### src/common/ftr_pkg.sv
package ftr_pkg;
    // ------------------------------------------------------------
    // Register indices (printed offsets; byte address is 4x index)
    // ------------------------------------------------------------
    localparam logic [7:0] IDX_UNLOCK_KEY = 8'h82;
    localparam logic [7:0] IDX_CMP_LOW = 8'h8c;
    localparam logic [7:0] IDX_CMP_HIGH = 8'h8d;
    localparam logic [7:0] IDX_CELL_LOW = 8'h8e;
    localparam logic [7:0] IDX_CELL_HIGH = 8'h90;
    localparam logic [7:0] IDX_AIN0_LOW = 8'h92;
    localparam logic [7:0] IDX_AIN0_HIGH = 8'h94;
    localparam logic [7:0] IDX_AIN1_LOW = 8'h96;
    localparam logic [7:0] IDX_AIN1_HIGH = 8'h98;
    localparam logic [7:0] IDX_AIN2_LOW = 8'h9a;
    localparam logic [7:0] IDX_AIN2_HIGH = 8'h9c;
    localparam logic [7:0] IDX_AIN3_LOW = 8'h9e;
    localparam logic [7:0] IDX_FAULT_STATUS = 8'hf0;
    localparam logic [7:0] IDX_FAULT_MASK = 8'hf1;
    localparam logic [7:0] IDX_KEY_STATUS = 8'hf2;
    // ------------------------------------------------------------
    // Fields and reset values
    // ------------------------------------------------------------
    localparam int CODE_LSB = 2;
    localparam int CODE_W = 14;
    localparam int CMP_CODE_LSB = 1;
    localparam int CMP_RANGE_BIT = 0;
    localparam logic [15:0] LIMIT_RST = 16'h0000;
    localparam logic [15:0] HIGH_RST = 16'hfffc;
    localparam logic [7:0] CMP_RST = 8'h00;
    localparam logic [15:0] MASK_RST = 16'h0000;
    // Channel numbering for the sample port: 0 cell, 1..4 analog in 0..3
    localparam int NCH = 5;
    localparam logic [2:0] CH_CELL = 3'h0;
    // Fault status layout: bit ch = low fault, bit 8+ch = high fault
    localparam int HIGH_BASE = 8;
    // Arbitrary neutral unlock value; only reported through the key status register
    localparam logic [31:0] KEY_VALUE = 32'h1234_5678;
endpackage : ftr_pkg

### src/rtl/ftr_cmp.sv
`timescale 1ns/1ps
module ftr_cmp (
    // Clock and reset
    input wire logic ref_clk,
    input wire logic rst_n,
    // Sample and limits
    input wire logic valid,
    input wire logic [13:0] sample,
    input wire logic [13:0] low_code,
    input wire logic [13:0] high_code,
    input wire logic low_used,
    input wire logic high_used,
    // Fault pulses
    output logic low_fault,
    output logic high_fault
);
    always_ff @(posedge ref_clk or negedge rst_n) begin
        if (!rst_n) begin
            low_fault <= 1'b0;
            high_fault <= 1'b0;
        end else begin
            // Offset binary compares as plain unsigned
            low_fault <= valid && low_used && (sample < low_code);
            high_fault <= valid && high_used && (sample > high_code);
        end
    end
endmodule : ftr_cmp

### src/rtl/ftr_regs.sv
`timescale 1ns/1ps
// How it works
// - Reading the unlock key register always returns zero.
// - Comparator low limit holds 7-bit code in bits 7..1, 25 mV steps.
// - Comparator low bit 0 picks normal or shifted self-test range.
// - Comparator high limit holds 7-bit code in bits 7..1, 25 mV steps.
// - Comparator high bit 0 picks normal or shifted self-test range.
// - Cell low limit holds upper 14 bits in 15..2, for every cell.
// - Cell high limit holds one threshold in 15..2, for every cell.
// - Each 14-bit threshold is offset binary over 0 V to 5 V.
// - Bits 1..0 of threshold registers are written zero, read zero.
// - Analog inputs 0..3 each own a low limit for their samples.
// - Analog inputs 0..2 each own a high limit for their samples.
module ftr_regs (
    // Clock and reset
    input wire logic ref_clk,
    input wire logic rst_n,
    // APB slave
    input wire logic psel,
    input wire logic penable,
    input wire logic pwrite,
    input wire logic [11:0] paddr,
    input wire logic [31:0] pwdata,
    output logic [31:0] prdata,
    output logic pready,
    output logic pslverr,
    // Converted samples
    input wire logic sample_valid,
    input wire logic [2:0] sample_channel,
    input wire logic [15:0] sample_data,
    // Comparator settings
    output logic [6:0] comparator_low_code,
    output logic comparator_low_range_shift,
    output logic [6:0] comparator_high_code,
    output logic comparator_high_range_shift,
    // Key and faults
    output logic key_written,
    output logic [31:0] program_unlock_key,
    output logic irq
);
    // ------------------------------------------------------------
    // Bus decode
    // ------------------------------------------------------------
    logic [7:0] idx;
    logic acc;
    logic wr;
    logic rd;
    logic hit;
    logic ready_q;
    logic [31:0] rdata_d;
    assign idx = paddr[9:2];
    // Act on the first access cycle only: a second pass would clear status twice and lose events
    assign acc = psel && penable;
    assign wr = acc && !ready_q && pwrite;
    assign rd = acc && !ready_q && !pwrite;

    // ------------------------------------------------------------
    // Threshold storage
    // ------------------------------------------------------------
    logic [7:0] cmp_low_q;
    logic [7:0] cmp_high_q;
    logic [13:0] low_q [ftr_pkg::NCH];
    logic [13:0] high_q [ftr_pkg::NCH];
    logic [31:0] key_q;
    logic key_pulse_q;
    logic [15:0] status_q;
    logic [15:0] mask_q;
    logic [ftr_pkg::NCH-1:0] low_hit;
    logic [ftr_pkg::NCH-1:0] high_hit;
    logic [7:0] low_idx [ftr_pkg::NCH];
    logic [7:0] high_idx [ftr_pkg::NCH];
    logic [ftr_pkg::NCH-1:0] high_has;

    assign low_idx[0] = ftr_pkg::IDX_CELL_LOW;
    assign low_idx[1] = ftr_pkg::IDX_AIN0_LOW;
    assign low_idx[2] = ftr_pkg::IDX_AIN1_LOW;
    assign low_idx[3] = ftr_pkg::IDX_AIN2_LOW;
    assign low_idx[4] = ftr_pkg::IDX_AIN3_LOW;
    assign high_idx[0] = ftr_pkg::IDX_CELL_HIGH;
    assign high_idx[1] = ftr_pkg::IDX_AIN0_HIGH;
    assign high_idx[2] = ftr_pkg::IDX_AIN1_HIGH;
    assign high_idx[3] = ftr_pkg::IDX_AIN2_HIGH;
    assign high_idx[4] = 8'h00;
    // Analog input 3 has no high limit in this bank
    assign high_has = 5'h0f;

    always_ff @(posedge ref_clk or negedge rst_n) begin
        if (!rst_n) begin
            cmp_low_q <= ftr_pkg::CMP_RST;
            cmp_high_q <= ftr_pkg::CMP_RST;
        end else if (wr && idx == ftr_pkg::IDX_CMP_LOW) begin
            cmp_low_q <= pwdata[7:0];
        end else if (wr && idx == ftr_pkg::IDX_CMP_HIGH) begin
            cmp_high_q <= pwdata[7:0];
        end
    end

    always_ff @(posedge ref_clk or negedge rst_n) begin
        if (!rst_n) begin
            comparator_low_code <= 7'h00;
            comparator_low_range_shift <= 1'b0;
            comparator_high_code <= 7'h00;
            comparator_high_range_shift <= 1'b0;
        end else begin
            comparator_low_code <= cmp_low_q[7:ftr_pkg::CMP_CODE_LSB];
            comparator_low_range_shift <= cmp_low_q[ftr_pkg::CMP_RANGE_BIT];
            comparator_high_code <= cmp_high_q[7:ftr_pkg::CMP_CODE_LSB];
            comparator_high_range_shift <= cmp_high_q[ftr_pkg::CMP_RANGE_BIT];
        end
    end

    // One low limit per channel, a high limit for channels 0..3 only, plus its comparator
    for (genvar c = 0; c < ftr_pkg::NCH; c++) begin : g_ch
        always_ff @(posedge ref_clk or negedge rst_n) begin
            if (!rst_n) begin
                low_q[c] <= ftr_pkg::LIMIT_RST[15:2];
                high_q[c] <= ftr_pkg::HIGH_RST[15:2];
            end else if (wr && idx == low_idx[c]) begin
                // Reserved bits 1..0 are simply not stored
                low_q[c] <= pwdata[15:ftr_pkg::CODE_LSB];
            end else if (wr && high_has[c] && idx == high_idx[c]) begin
                high_q[c] <= pwdata[15:ftr_pkg::CODE_LSB];
            end
        end
        ftr_cmp u_cmp (
            .ref_clk(ref_clk),
            .rst_n(rst_n),
            .valid(sample_valid && sample_channel == 3'(c)),
            .sample(sample_data[15:ftr_pkg::CODE_LSB]),
            .low_code(low_q[c]),
            .high_code(high_q[c]),
            .low_used(1'b1),
            .high_used(high_has[c]),
            .low_fault(low_hit[c]),
            .high_fault(high_hit[c])
        );
    end

    // ------------------------------------------------------------
    // Unlock key
    // ------------------------------------------------------------
    // A single 32-bit write carries the whole key, so it cannot be split
    always_ff @(posedge ref_clk or negedge rst_n) begin
        if (!rst_n) begin
            key_q <= 32'h0000_0000;
            key_pulse_q <= 1'b0;
        end else begin
            key_pulse_q <= wr && idx == ftr_pkg::IDX_UNLOCK_KEY;
            if (wr && idx == ftr_pkg::IDX_UNLOCK_KEY) begin
                key_q <= pwdata;
            end
        end
    end

    // ------------------------------------------------------------
    // Fault status, mask, interrupt
    // ------------------------------------------------------------
    logic [15:0] events;
    assign events = {3'h0, high_hit, 3'h0, low_hit};

    always_ff @(posedge ref_clk or negedge rst_n) begin
        if (!rst_n) begin
            status_q <= 16'h0000;
        end else if (rd && idx == ftr_pkg::IDX_FAULT_STATUS) begin
            // New events in the clearing cycle survive the clear
            status_q <= events;
        end else begin
            status_q <= status_q | events;
        end
    end

    always_ff @(posedge ref_clk or negedge rst_n) begin
        if (!rst_n) begin
            mask_q <= ftr_pkg::MASK_RST;
        end else if (wr && idx == ftr_pkg::IDX_FAULT_MASK) begin
            mask_q <= pwdata[15:0] & 16'h1f1f;
        end
    end

    always_ff @(posedge ref_clk or negedge rst_n) begin
        if (!rst_n) begin
            irq <= 1'b0;
        end else begin
            irq <= |((status_q | events) & mask_q);
        end
    end

    // ------------------------------------------------------------
    // Read mux
    // ------------------------------------------------------------
    always_comb begin
        rdata_d = 32'h0000_0000;
        hit = 1'b1;
        if (idx == ftr_pkg::IDX_UNLOCK_KEY) begin
            rdata_d = 32'h0000_0000;
        end else if (idx == ftr_pkg::IDX_CMP_LOW) begin
            rdata_d = {24'h00_0000, cmp_low_q};
        end else if (idx == ftr_pkg::IDX_CMP_HIGH) begin
            rdata_d = {24'h00_0000, cmp_high_q};
        end else if (idx == ftr_pkg::IDX_CELL_LOW) begin
            rdata_d = {16'h0000, low_q[0], 2'b00};
        end else if (idx == ftr_pkg::IDX_CELL_HIGH) begin
            rdata_d = {16'h0000, high_q[0], 2'b00};
        end else if (idx == ftr_pkg::IDX_AIN0_LOW) begin
            rdata_d = {16'h0000, low_q[1], 2'b00};
        end else if (idx == ftr_pkg::IDX_AIN0_HIGH) begin
            rdata_d = {16'h0000, high_q[1], 2'b00};
        end else if (idx == ftr_pkg::IDX_AIN1_LOW) begin
            rdata_d = {16'h0000, low_q[2], 2'b00};
        end else if (idx == ftr_pkg::IDX_AIN1_HIGH) begin
            rdata_d = {16'h0000, high_q[2], 2'b00};
        end else if (idx == ftr_pkg::IDX_AIN2_LOW) begin
            rdata_d = {16'h0000, low_q[3], 2'b00};
        end else if (idx == ftr_pkg::IDX_AIN2_HIGH) begin
            rdata_d = {16'h0000, high_q[3], 2'b00};
        end else if (idx == ftr_pkg::IDX_AIN3_LOW) begin
            rdata_d = {16'h0000, low_q[4], 2'b00};
        end else if (idx == ftr_pkg::IDX_FAULT_STATUS) begin
            rdata_d = {16'h0000, status_q};
        end else if (idx == ftr_pkg::IDX_FAULT_MASK) begin
            rdata_d = {16'h0000, mask_q};
        end else if (idx == ftr_pkg::IDX_KEY_STATUS) begin
            rdata_d = {31'h0000_0000, key_q == ftr_pkg::KEY_VALUE};
        end else begin
            hit = 1'b0;
        end
    end

    // Read data is registered so every output leaves a flop; slave adds one wait state
    always_ff @(posedge ref_clk or negedge rst_n) begin
        if (!rst_n) begin
            ready_q <= 1'b0;
            prdata <= 32'h0000_0000;
            pslverr <= 1'b0;
        end else begin
            ready_q <= acc && !ready_q;
            if (acc && !ready_q) begin
                prdata <= rd ? rdata_d : 32'h0000_0000;
                pslverr <= !hit || (paddr[1:0] != 2'b00);
            end else begin
                prdata <= 32'h0000_0000;
                pslverr <= 1'b0;
            end
        end
    end
    assign pready = ready_q;

    always_ff @(posedge ref_clk or negedge rst_n) begin
        if (!rst_n) begin
            key_written <= 1'b0;
            program_unlock_key <= 32'h0000_0000;
        end else begin
            key_written <= key_pulse_q;
            program_unlock_key <= key_q;
        end
    end
endmodule : ftr_regs

### config.mk
export PLATFORM = sky130hd
export DESIGN_NAME = ftr_regs
export DESIGN_NICKNAME = d
export VERILOG_FILES = /design/src/common/ftr_pkg.sv /design/src/rtl/ftr_cmp.sv /design/src/rtl/ftr_regs.sv
export SDC_FILE = /design/constraint.sdc
export NUM_CORES = 1
export LEC_CHECK = 0
export BUFFER_PORTS_ARGS = -buffer_cell sky130_fd_sc_hd__buf_2
export CAP_MARGIN = 20
export CORE_ASPECT_RATIO = 0.8
export CORE_MARGIN = 1.5
export CORE_UTILIZATION = 25
export CTS_CLUSTER_DIAMETER = 200
export DETAILED_ROUTE_END_ITERATION = 16
export GPL_ROUTABILITY_DRIVEN = 0
export GPL_TIMING_DRIVEN = 1
export PLACE_DENSITY_LB_ADDON = 0.1
export SLEW_MARGIN = 40
export SYNTH_ARGS = -nofsm -noshare
export SYNTH_HDL_FRONTEND = slang
export SYNTH_SLANG_ARGS = --single-unit
### constraint.sdc
create_clock -name ref_clk -period 2.3 [get_ports ref_clk]
set_clock_uncertainty 0.15 [all_clocks]
set_input_delay 0.115 -clock ref_clk [delete_from_list [all_inputs] [get_ports ref_clk]]
set_output_delay 0.115 -clock ref_clk [all_outputs]
set_load 0.01 [all_outputs]
### After elaboration in Yosys (flattened, before gate mapping)

Cells that the tools add are included.

* memories: 0
* memory bits (writable): 0
* word-level logic and storage cells: 148
* register bits after elaboration: 294
* bits in read-only memories: 0
* input bits: 69
* latch bits: 0

* $add $sub $neg: 0
* magnitude comparators: 9
* div/mod/pow operators: 0
* multiply operators: 0
* equality and inequality tests: 20
* reduce and logical (&&, ||, !) cells: 44
* bitwise gates (word level): 7
* shift operators: 0
* muxes and demuxes: 34

Operators with widths (number)
* $mux 16: 11
* $mux 32: 5
* $eq 8x8->1 const B: 15
* $lt 14x14->1: 5
* $gt 14x14->1: 4
* $eq 32x29->1 const B: 1
* $logic_and 1x1->1: 32
* $mux 1: 17
* $and 16x13->16: 1
* $or 16x12->16: 1
* $reduce_or 16->1: 1
* $mux 13: 1
* $reduce_and 2->1: 5
* $eq 3x2->1 const B: 2
* $not 1->1: 5
* $eq 3x1->1 const B: 1
* $eq 3x3->1 const B: 1
* $logic_not 1->1: 3
* $logic_not 3->1: 1
* $reduce_bool 2->1: 1
* $logic_or 1x1->1: 1

### Depth between registers and ports, before layout

Gate-level depths: netlist of the first run.

* depth in word-level cells: 19
* gate-level depth with buffers: 9
* mapped depth without buffers: 8

### By module

From an unflattened synthesis of the first run, not the netlist that was laid out.

* cell total of the unflattened synthesis: 1382
* area, all modules: 15168.3 um2

By module, submodules not included
* ftr_regs: cells each 897, times used 1, area an instance 11514.8 um2
* ftr_cmp: cells each 97, times used 5, area an instance 730.7 um2

### Worst setup path before layout of the first run

Ideal clock, no wire load.

* path type: input -> register
* start point: input paddr[5]
* end point: register mask_q[0]
* stages on the path: 7
* path buffers: 3
* slack: 0.291 ns
* data arrival time: 1.734 ns
* library setup time: 0.125 ns
* path through: or2_1 > buf_6 > or3_1 > buf_2 > or3_1 > buf_6 > mux2_4

* cells in the longest elaborated chain, start to end: 2

RTL lines
* start: declaration: line ftr_regs.sv:22 `input wire logic [11:0] paddr,`
* $eq 8x8->1: line ftr_regs.sv:175 `end else if (wr && idx == ftr_pkg::IDX_FAULT_MASK) begin`
* $logic_and 1x1->1: line ftr_regs.sv:175
* end signal: assignment: line ftr_regs.sv:174 `mask_q <= ftr_pkg::MASK_RST;`
* end signal: assignment: line ftr_regs.sv:176 `mask_q <= pwdata[15:0] & 16'h1f1f;`
* end: declaration: line ftr_regs.sv:67 `logic [15:0] mask_q;`

Every way passes these cells.
A chain may end at the register's enable or synchronous reset.

### Final worst setup path of the first run

* start point: register low_q[29] (netlist bit)
* end point: register g_ch[2].u_cmp.low_fault

* cells in the longest elaborated chain, start to end: 2

RTL lines
* start: declaration: line ftr_regs.sv:62 `logic [13:0] low_q [ftr_pkg::NCH];`
* start signal: indexed assignment: line ftr_regs.sv:116 `low_q[c] <= ftr_pkg::LIMIT_RST[15:2];`
* start signal: indexed assignment: line ftr_regs.sv:120 `low_q[c] <= pwdata[15:ftr_pkg::CODE_LSB];`
* $lt 14x14->1: line ftr_cmp.sv:23 `low_fault <= valid && low_used && (sample < low_code);`
* $logic_and 1x1->1: line ftr_cmp.sv:23
* end signal: assignment: line ftr_cmp.sv:23
* end: declaration: line ftr_cmp.sv:14 `output logic low_fault,`

Every way passes these cells.

==> results of run 1 <==
[sequential cells by signal, summed over array words and instances, names as in the netlist]
| signal | flops |
|---|---|
| g_ch.u_cmp.low_fault | 5 |
| high_q | 56 |
| irq | 1 |
| comparator_low_code | 7 |
| comparator_high_code | 7 |
| comparator_low_range_shift | 1 |
| program_unlock_key | 32 |
| mask_q | 10 |
| g_ch.u_cmp.high_fault | 4 |
| prdata | 16 |
| cmp_low_q | 8 |
| status_q | 9 |
| pslverr | 1 |
| comparator_high_range_shift | 1 |
| pready | 1 |
| cmp_high_q | 8 |
| key_pulse_q | 1 |
| low_q | 70 |
| key_written | 1 |
| key_q | 32 |
[stage by stage]
step                TNS (ns)  cells  hold slack [ns]  area, um2
detailed placement   -0.4674   2389         -0.08374      16900
global placement     -0.5444   2389         -0.07675      16900
finish                     0   2505          0.02972      18720
global route        -0.05838   2505          0.03830      18720
CTS                        0   2504         0.001336      18670
floorplan                  0   1422          -0.3306      14400
[layout make-up]
class	instances	share of cell area, %
sequential	271	36.60
multi-input combinational	946	35.98
timing repair buffer	336	13.12
clock buffer	45	5.313
tap	760	5.079
inverter	126	2.526
clock inverter	20	1.363
antenna	1	0.01337
[worst register-to-register path, delay by kind of cell (launching register included)]
family | cells | cell delay [ns]
compound gates | 5 | 0.98
fa+ha+maj | 1 | 0.25
buf+inv | 3 | 0.45
flops | 1 | 0.35
[path summary, 6_finish.rpt]
path | start | endpoint | depth (start not counted)
max in group asynchronous | rst_n | high_q[34] | 3
max reg2reg | low_q[29] | g_ch[2].u_cmp.low_fault | 9
min in group ref_clk | sample_data[15] | g_ch[2].u_cmp.high_fault | 4
min | rst_n | comparator_low_range_shift | 3
max | low_q[29] | g_ch[2].u_cmp.low_fault | 9
min reg2reg | key_pulse_q | key_written | 0
[cell families (layout without fill, tap and decap cells)]
group	after synthesis	after routing	share of synthesized area [%]
AND/OR/NAND/NOR	369	369	12.28
buffers and inverters	205	527	6.045
AO/OA/AOI/OAI	327	327	14.29
flip-flops	271	271	47.77
adder cells (fa/ha/maj)	121	121	10.55
other	1	17	0.02614
multiplexers	113	113	9.037
[power groups by stage]
stage	clock network [W]	logic (W)	registers, W
floorplan	0	0.000445	0.00500
detailed placement	0	0.00104	0.00502
finish	0.00596	0.00112	0.00493
global route	0.00632	0.00124	0.00494
CTS	0.00613	0.00112	0.00493
global placement	0	0.00104	0.00502
[placed cells by master (no fill, tap or decap), types with 6 or more instances in the layout]
cell	count
ha_1	121
dlygate4sd3_1	49
nor2b_1	12
a22oi_1	12
mux2_4	10
conb_1	16
o2111ai_1	9
buf_2	131
nand4_1	24
dfstp_2	56
buf_4	145
o22ai_1	19
nor3_1	14
o21ai_0	103
nand3_1	24
mux2_2	92
nand2_1	200
a2111oi_2	6
mux2i_1	11
clkbuf_16	36
a21oi_1	75
dfrtp_1	214
inv_1	125
nor3_2	7
nor2_1	38
clkbuf_8	6
a221oi_1	11
a21o_1	19
nand2b_1	9
a211oi_1	12
buf_12	9
o21a_1	11
[what timing repair did]
action,CTS,global route
pin swaps,0,2
gates resized for setup,2,16
hold endpoints to repair,343,0
hold buffers,50,0
endpoints found under the setup margin,2,8
[layer usage]
layer	routed length (um)	GRT usage, %	share of wire [%]
met3	3047	3.045	5.2
met1	29970	30.49	51
met4	1172	5.028	2.0
met5	0	0	0
met2	24410	28.87	42
==> summary.md, run 1 <==
| Metric | Value |
|---|---|
| #FFs+latches synth | 271 |
| Area contributors post-synth | dfrtp_1, ha_1, dfstp_2 |
| I/O pin count | 153 |
| Area Growth Syn to Fin | 30.53% |
| DR vias | 11994 |
| P_int | 0.008868 W |
| Fillers | 5810 |
| DRT antenna net count | 0 |
| GR Overflow Total | 0 |
| Sequential element share of the synthesized area | 47.77% |
| Pwr/cell area | 641.8 nW/um2 |
| Final period utilization | 98.38% |
| Fin. max-slew vios | 0 |
| Mapped Cells | 1407 |
| FMAX | 441.9 MHz |
| CP top delay family | compound AO/OA/AOI/OAI gates |
| Final Power | 0.01202 W |
| Buffers on Ports | 132 |
| Net Switching | 0.003148 W |
| Final hold vios | 0 |
| Clock root cell | clkbuf_16 |
| Commonest cells post-synth | dfrtp_1, nand2_1, inv_1, ha_1, o21ai_0 |
| Post-synth cell types | 69 |
| Tightest Pin Transition | 0.6897 ns |
| Die Span Y | 217.2 um |
| Share of the synthesized area in the top cell type | 37.51% |
| Crit path kind | reg2reg |
| Final core occ | 33.02% |
| CP bufs+invs | 3 |
| GRT Overall Usage | 19.93% |
| Max IR drop VDD | 374.3 uV |
| H-tree levels | 2 |
| Routed WL | 58600 um |
| Post-DP HPWL | 44120 um |
| Insertion delay to the later sink of the worst-skew pair | 0.56 ns |
| Final setup viols | 0 |
| Initial Utilization | 25.30% |
| Setup WS pre-CTS | -0.2166 ns |
| Crit-path max cell delay | 0.35 ns |
| Multi-input logic area | 6736 um2 |
| Num CTS Buffers | 36 |
| Critical Path Sink Type | flop |
| Arr. time, crit path | 2.59 ns |
| Final nets | 1907 |
| Count leader, synth | dfrtp_1 |
| Die X | 270.8 um |
| Initial drt markers | 873 |
| Avg Cell Area, Syn | 10.19 um2 |
| Reg-to-reg slack, setup | 0.04 ns |
| HP Class | in2async |
| CP startpoint kind | flop |
| Worst-path maximum fanout | 2 |
| CP dominant cell by count | buf_4 |
| Pre-antenna DRT Iters | 6 |
| Global-route wire length before repair | 85040 um |
| FF+latch area | 6853 um2 |
| Layout cell share with drive strength beyond 1 | 30.56% |
| Relative slew slack | 54.02% |
| Ys flop type | dfrtp_1 |
| Initial antenna violation count | 6 |
| Vias in the first global route | 12121 |
| Vias per cell | 4.788 |
| Slowest stage cell, crit path | dfrtp_1 |
| Setup ws final | 0.03719 ns |
| Leakage power | 8.947 nW |
| Worst Path Required | 2.63 ns |
| WL/cell | 23.39 um |
| Largest area contributor in the netlist | dfrtp_1 |
| Clock Sinks | 271 |
| Row count | 78 |
| Critical path cell sequence | inv_1 -> ha_1 -> a21boi_0 -> o21a_1 -> o31ai_1 -> buf_4 -> a31oi_1 -> a2111oi_2 -> buf_4 |
| Sw Share | 26.20% |
| Max cap viols | 0 |
| Post-synth EDFFs | 0 |
| CTS tree | done |
| Warnings from Yosys | 0 |
| Reg clk slew, reported paths | 0.06 ns |
| Ys async rst share | 100.0% |
| Fin crit period | 2.263 ns |
| Clock Tree Buf Depth | 3 |
| Status | completed |
| Sequential Power Share | 41.1% |
| Core Box Area | 56700 um2 |
| Clk pwr share | 49.6% |
| Comb power frac | 9.4% |
| Mapped Area | 14340 um2 |
| Largest net degree at the start of global routing | 66 |
| Die area | 58830 um2 |
| Setup bufs post-CTS | 0 |
| DRC viols | 0 |
No activity file was read; power rests on OpenSTA's default activity.
==> inputs of run 2 (changes only) <==
- SYNTH_HIERARCHICAL: not set -> 1
==> summary.md, run 2 <==
| Metric | Value |
|---|---|
| Top reg by flops | low_q (unchanged) |
| Final hold vios | 0 (unchanged) |
| I/O pin count | 153 (unchanged) |
| Status | completed (unchanged) |
| Hold path depth | 2 |
| Mapped Area | 15170 um2 (was 14340 um2) |
| Worst r2r src | pready (was low_q[29]) |
| Post-synth EDFFs | 0 (unchanged) |
| Post-CTS sizing | 0 (was 2) |
| CP startpoint kind | flop (unchanged) |
| Insertion delay to the later sink of the worst-skew pair | 0.53 ns (was 0.56 ns) |
| DP Area | 17430 um2 (was 16900 um2) |
| DR vias | 11650 (was 11994) |
| Crit path kind | reg2reg (unchanged) |
| Leakage power | 8.926 nW (was 8.947 nW) |
| Area Growth Syn to Fin | 24.35% (was 30.53%) |
| Post-synth cell types | 76 (was 69) |
| Largest net degree at the start of global routing | 54 (was 66) |
| RR Endpoint | low_q[26] (was g_ch[2].u_cmp.low_fault) |
| Pre-antenna DRT Iters | 5 (was 6) |
| Count leader, synth | dfrtp_1 (unchanged) |
| Fin crit period | 2.215 ns (was 2.263 ns) |
| Final period utilization | 96.30% (was 98.38%) |
| Max reg flops | 70 (unchanged) |
| Buffers on Ports | 132 (unchanged) |
| Largest area contributor in the netlist | dfrtp_1 (unchanged) |
| Layout cell share with drive strength beyond 1 | 31.16% (was 30.56%) |
| Arr. time, crit path | 2.48 ns (was 2.59 ns) |
| Initial antenna violation count | 10 (was 6) |
| CTS tree | done (unchanged) |
| Max cap viols | 0 (unchanged) |
| Multi-input logic area | 7435 um2 (was 6736 um2) |
| DRT antenna net count | 0 (unchanged) |
| Vias in the first global route | 11955 (was 12121) |
| Die Span Y | 223.3 um (was 217.2 um) |
| Vias per cell | 4.751 (was 4.788) |
| Row count | 80 (was 78) |
| GRT Overall Usage | 18.32% (was 19.93%) |
| FMAX | 451.5 MHz (was 441.9 MHz) |
| Area contributors post-synth | dfrtp_1, ha_1, mux2_2 (was dfrtp_1, ha_1, dfstp_2) |
| Avg Cell Area, Syn | 10.98 um2 (was 10.19 um2) |
| Hold Path End | high_q[37] |
| Layout Cells excl Fill | 2452 (was 2505) |
| Setup bufs post-CTS | 0 (unchanged) |
| Ys flop type | dfrtp_1 (unchanged) |
| Max IR drop VDD | 356.9 uV (was 374.3 uV) |
| Worst Path Required | 2.56 ns (was 2.63 ns) |
| Regs by FF count | low_q x70, high_q x56 (unchanged) |
| Commonest cells post-synth | dfrtp_1, inv_1, mux2_2, ha_1, a21oi_1 (was dfrtp_1, nand2_1, inv_1, ha_1, o21ai_0) |
| Warnings from Yosys | 6 (was 0) |
| Clock root cell | clkbuf_16 (unchanged) |
| Num CTS Buffers | 34 (was 36) |
| Initial Utilization | 25.38% (was 25.30%) |
| GR Overflow Total | 0 (unchanged) |
| DRC viols | 0 (unchanged) |
| FF+latch area | 6902 um2 (was 6853 um2) |
| Critical Path Sink Type | flop (unchanged) |
| Worst-path maximum fanout | 8 (was 2) |
| HP Start | pwdata[11] |
| Post-DP HPWL | 42760 um (was 44120 um) |
| Reg clk slew, reported paths | 0.07 ns (was 0.06 ns) |
| Die area | 62170 um2 (was 58830 um2) |
| Final nets | 1852 (was 1907) |
| Initial drt markers | 715 (was 873) |
| Global-route wire length before repair | 83070 um (was 85040 um) |
| Placed insts | 2352 (was 2389) |
| R2R cell count | 6 (was 9) |
| WL/cell | 23.08 um (was 23.39 um) |
| WHS | 0.01355 ns (was 0.02972 ns) |
| Relative slew slack | 50.29% (was 54.02%) |
| Commonest non-fill, non-tap cells in the layout | dfrtp_1, inv_1, mux2_2 (was dfrtp_1, nand2_1, buf_4) |
| Fin. max-slew vios | 0 (unchanged) |
| RSZ-0062 raised after global routing | false |
| Ys async rst share | 100.0% (unchanged) |
| Fin area | 18860 um2 (was 18720 um2) |
| Final core occ | 31.56% (was 33.02%) |
| Fillers | 6138 (was 5810) |
| Clock Tree Buf Depth | 3 (unchanged) |
| Clock Sinks | 273 (was 271) |
| Pwr/cell area | 601.8 nW/um2 (was 641.8 nW/um2) |
| Commonest non-fill, non-tap cell in the layout | dfrtp_1 (unchanged) |
| Core Box Area | 59760 um2 (was 56700 um2) |
| Share of the synthesized area in the top cell type | 35.80% (was 37.51%) |
| H-tree levels | 2 (unchanged) |
| Reg-to-reg slack, setup | 0.09 ns (was 0.04 ns) |
| Die X | 278.4 um (was 270.8 um) |
| Tightest Pin Transition | 0.7363 ns (was 0.6897 ns) |
| Final setup viols | 0 (unchanged) |
| Mapped Cells | 1382 (was 1407) |
| Sequential element share of the synthesized area | 45.50% (was 47.77%) |
| HP Class | in2reg (was in2async) |
| #FFs+latches synth | 273 (was 271) |
| Setup TNS | 0 ns (unchanged) |
| Routed WL | 56590 um (was 58600 um) |
run 2: cell types whose count changed after synthesis, moves of 16 or more:
cell	delta
a21oi_1	+22
clkbuf_1	-16
inv_1	+25
mux2_1	+28
mux2_2	+56
nand2_1	-127
o21ai_0	-38
run 2: final cells by class:
class	instances	area share (%)
antenna	1	0.01327
clock buffer	49	5.134
clock inverter	11	0.3250
inverter	151	3.005
multi-input combinational	923	39.42
sequential	273	36.59
tap	779	5.168
timing repair buffer	265	10.35
run 2: what timing repair did:
action / 4_1_cts / 5_1_grt
endpoints found under the hold margin: 302 / 0
setup endpoints to repair: 0 / 0
hold buffers: 39 / 0
run 2: report_power, final:
| group | switching [W] | internal [W] | leakage, nW |
|---|---|---|---|
| clock | 0.00219 | 0.00293 | 0.512 |
| combinational | 0.000765 | 0.000457 | 4.85 |
| sequential | 0.0000817 | 0.00492 | 3.56 |
run 2: how the worst max path moves through the flow:
| stage | startpoint | end | slack, ns | cells past startpoint |
|---|---|---|---|---|
| floorplan | pready | low_q[17] | 0.26 | 6 |
| finish | pready | low_q[26] | 0.09 | 6 |
| detailed placement | paddr[2] | prdata[15] | -0.03 | 9 |
| global route | pready | low_q[26] | 0.03 | 6 |
| CTS | pready | low_q[26] | 0.11 | 6 |
| global placement | paddr[2] | prdata[15] | -0.03 | 9 |
run 2: layer usage:
metal / wire, um / track usage (%) / vias to the layer above
li1: - / - / 5430
met4: 982 / 3.702 / 0
met1: 28510 / 27.22 / 5885
met2: 23840 / 27.15 / 273
met3: 3253 / 3.812 / 62
met5: 0 / 0 / -
run 2: cells by family (layout without fill, tap and decap cells):
kind of cell,Yosys count,count (layout),share of synthesized area [%]
AND/OR/NAND/NOR,260,260,10.17
other,2,41,0.04951
flip-flops,273,273,45.50
multiplexers,192,192,14.39
buffers and inverters,224,476,6.434
AO/OA/AOI/OAI,296,296,12.32
adder cells (fa/ha/maj),135,135,11.14
run 2: critical path, cell delays in order, from the launching register on:
cell and delay, ns:
dfrtp_1 0.39, or2_1 0.31, inv_2 0.11, nand2_4 0.20, nor3_2 0.33, buf_4 0.26
mux2_2 0.34
run 2: through the flow:
stage,setup WS (ns),total power [W]
6_report,0.08511,0.01135
3_3_place_gp,-0.02700,0.006237
5_1_grt,0.03450,0.01185
2_1_floorplan,0.2634,0.005642
4_1_cts,0.1084,0.01150
3_5_place_dp,-0.03203,0.006259
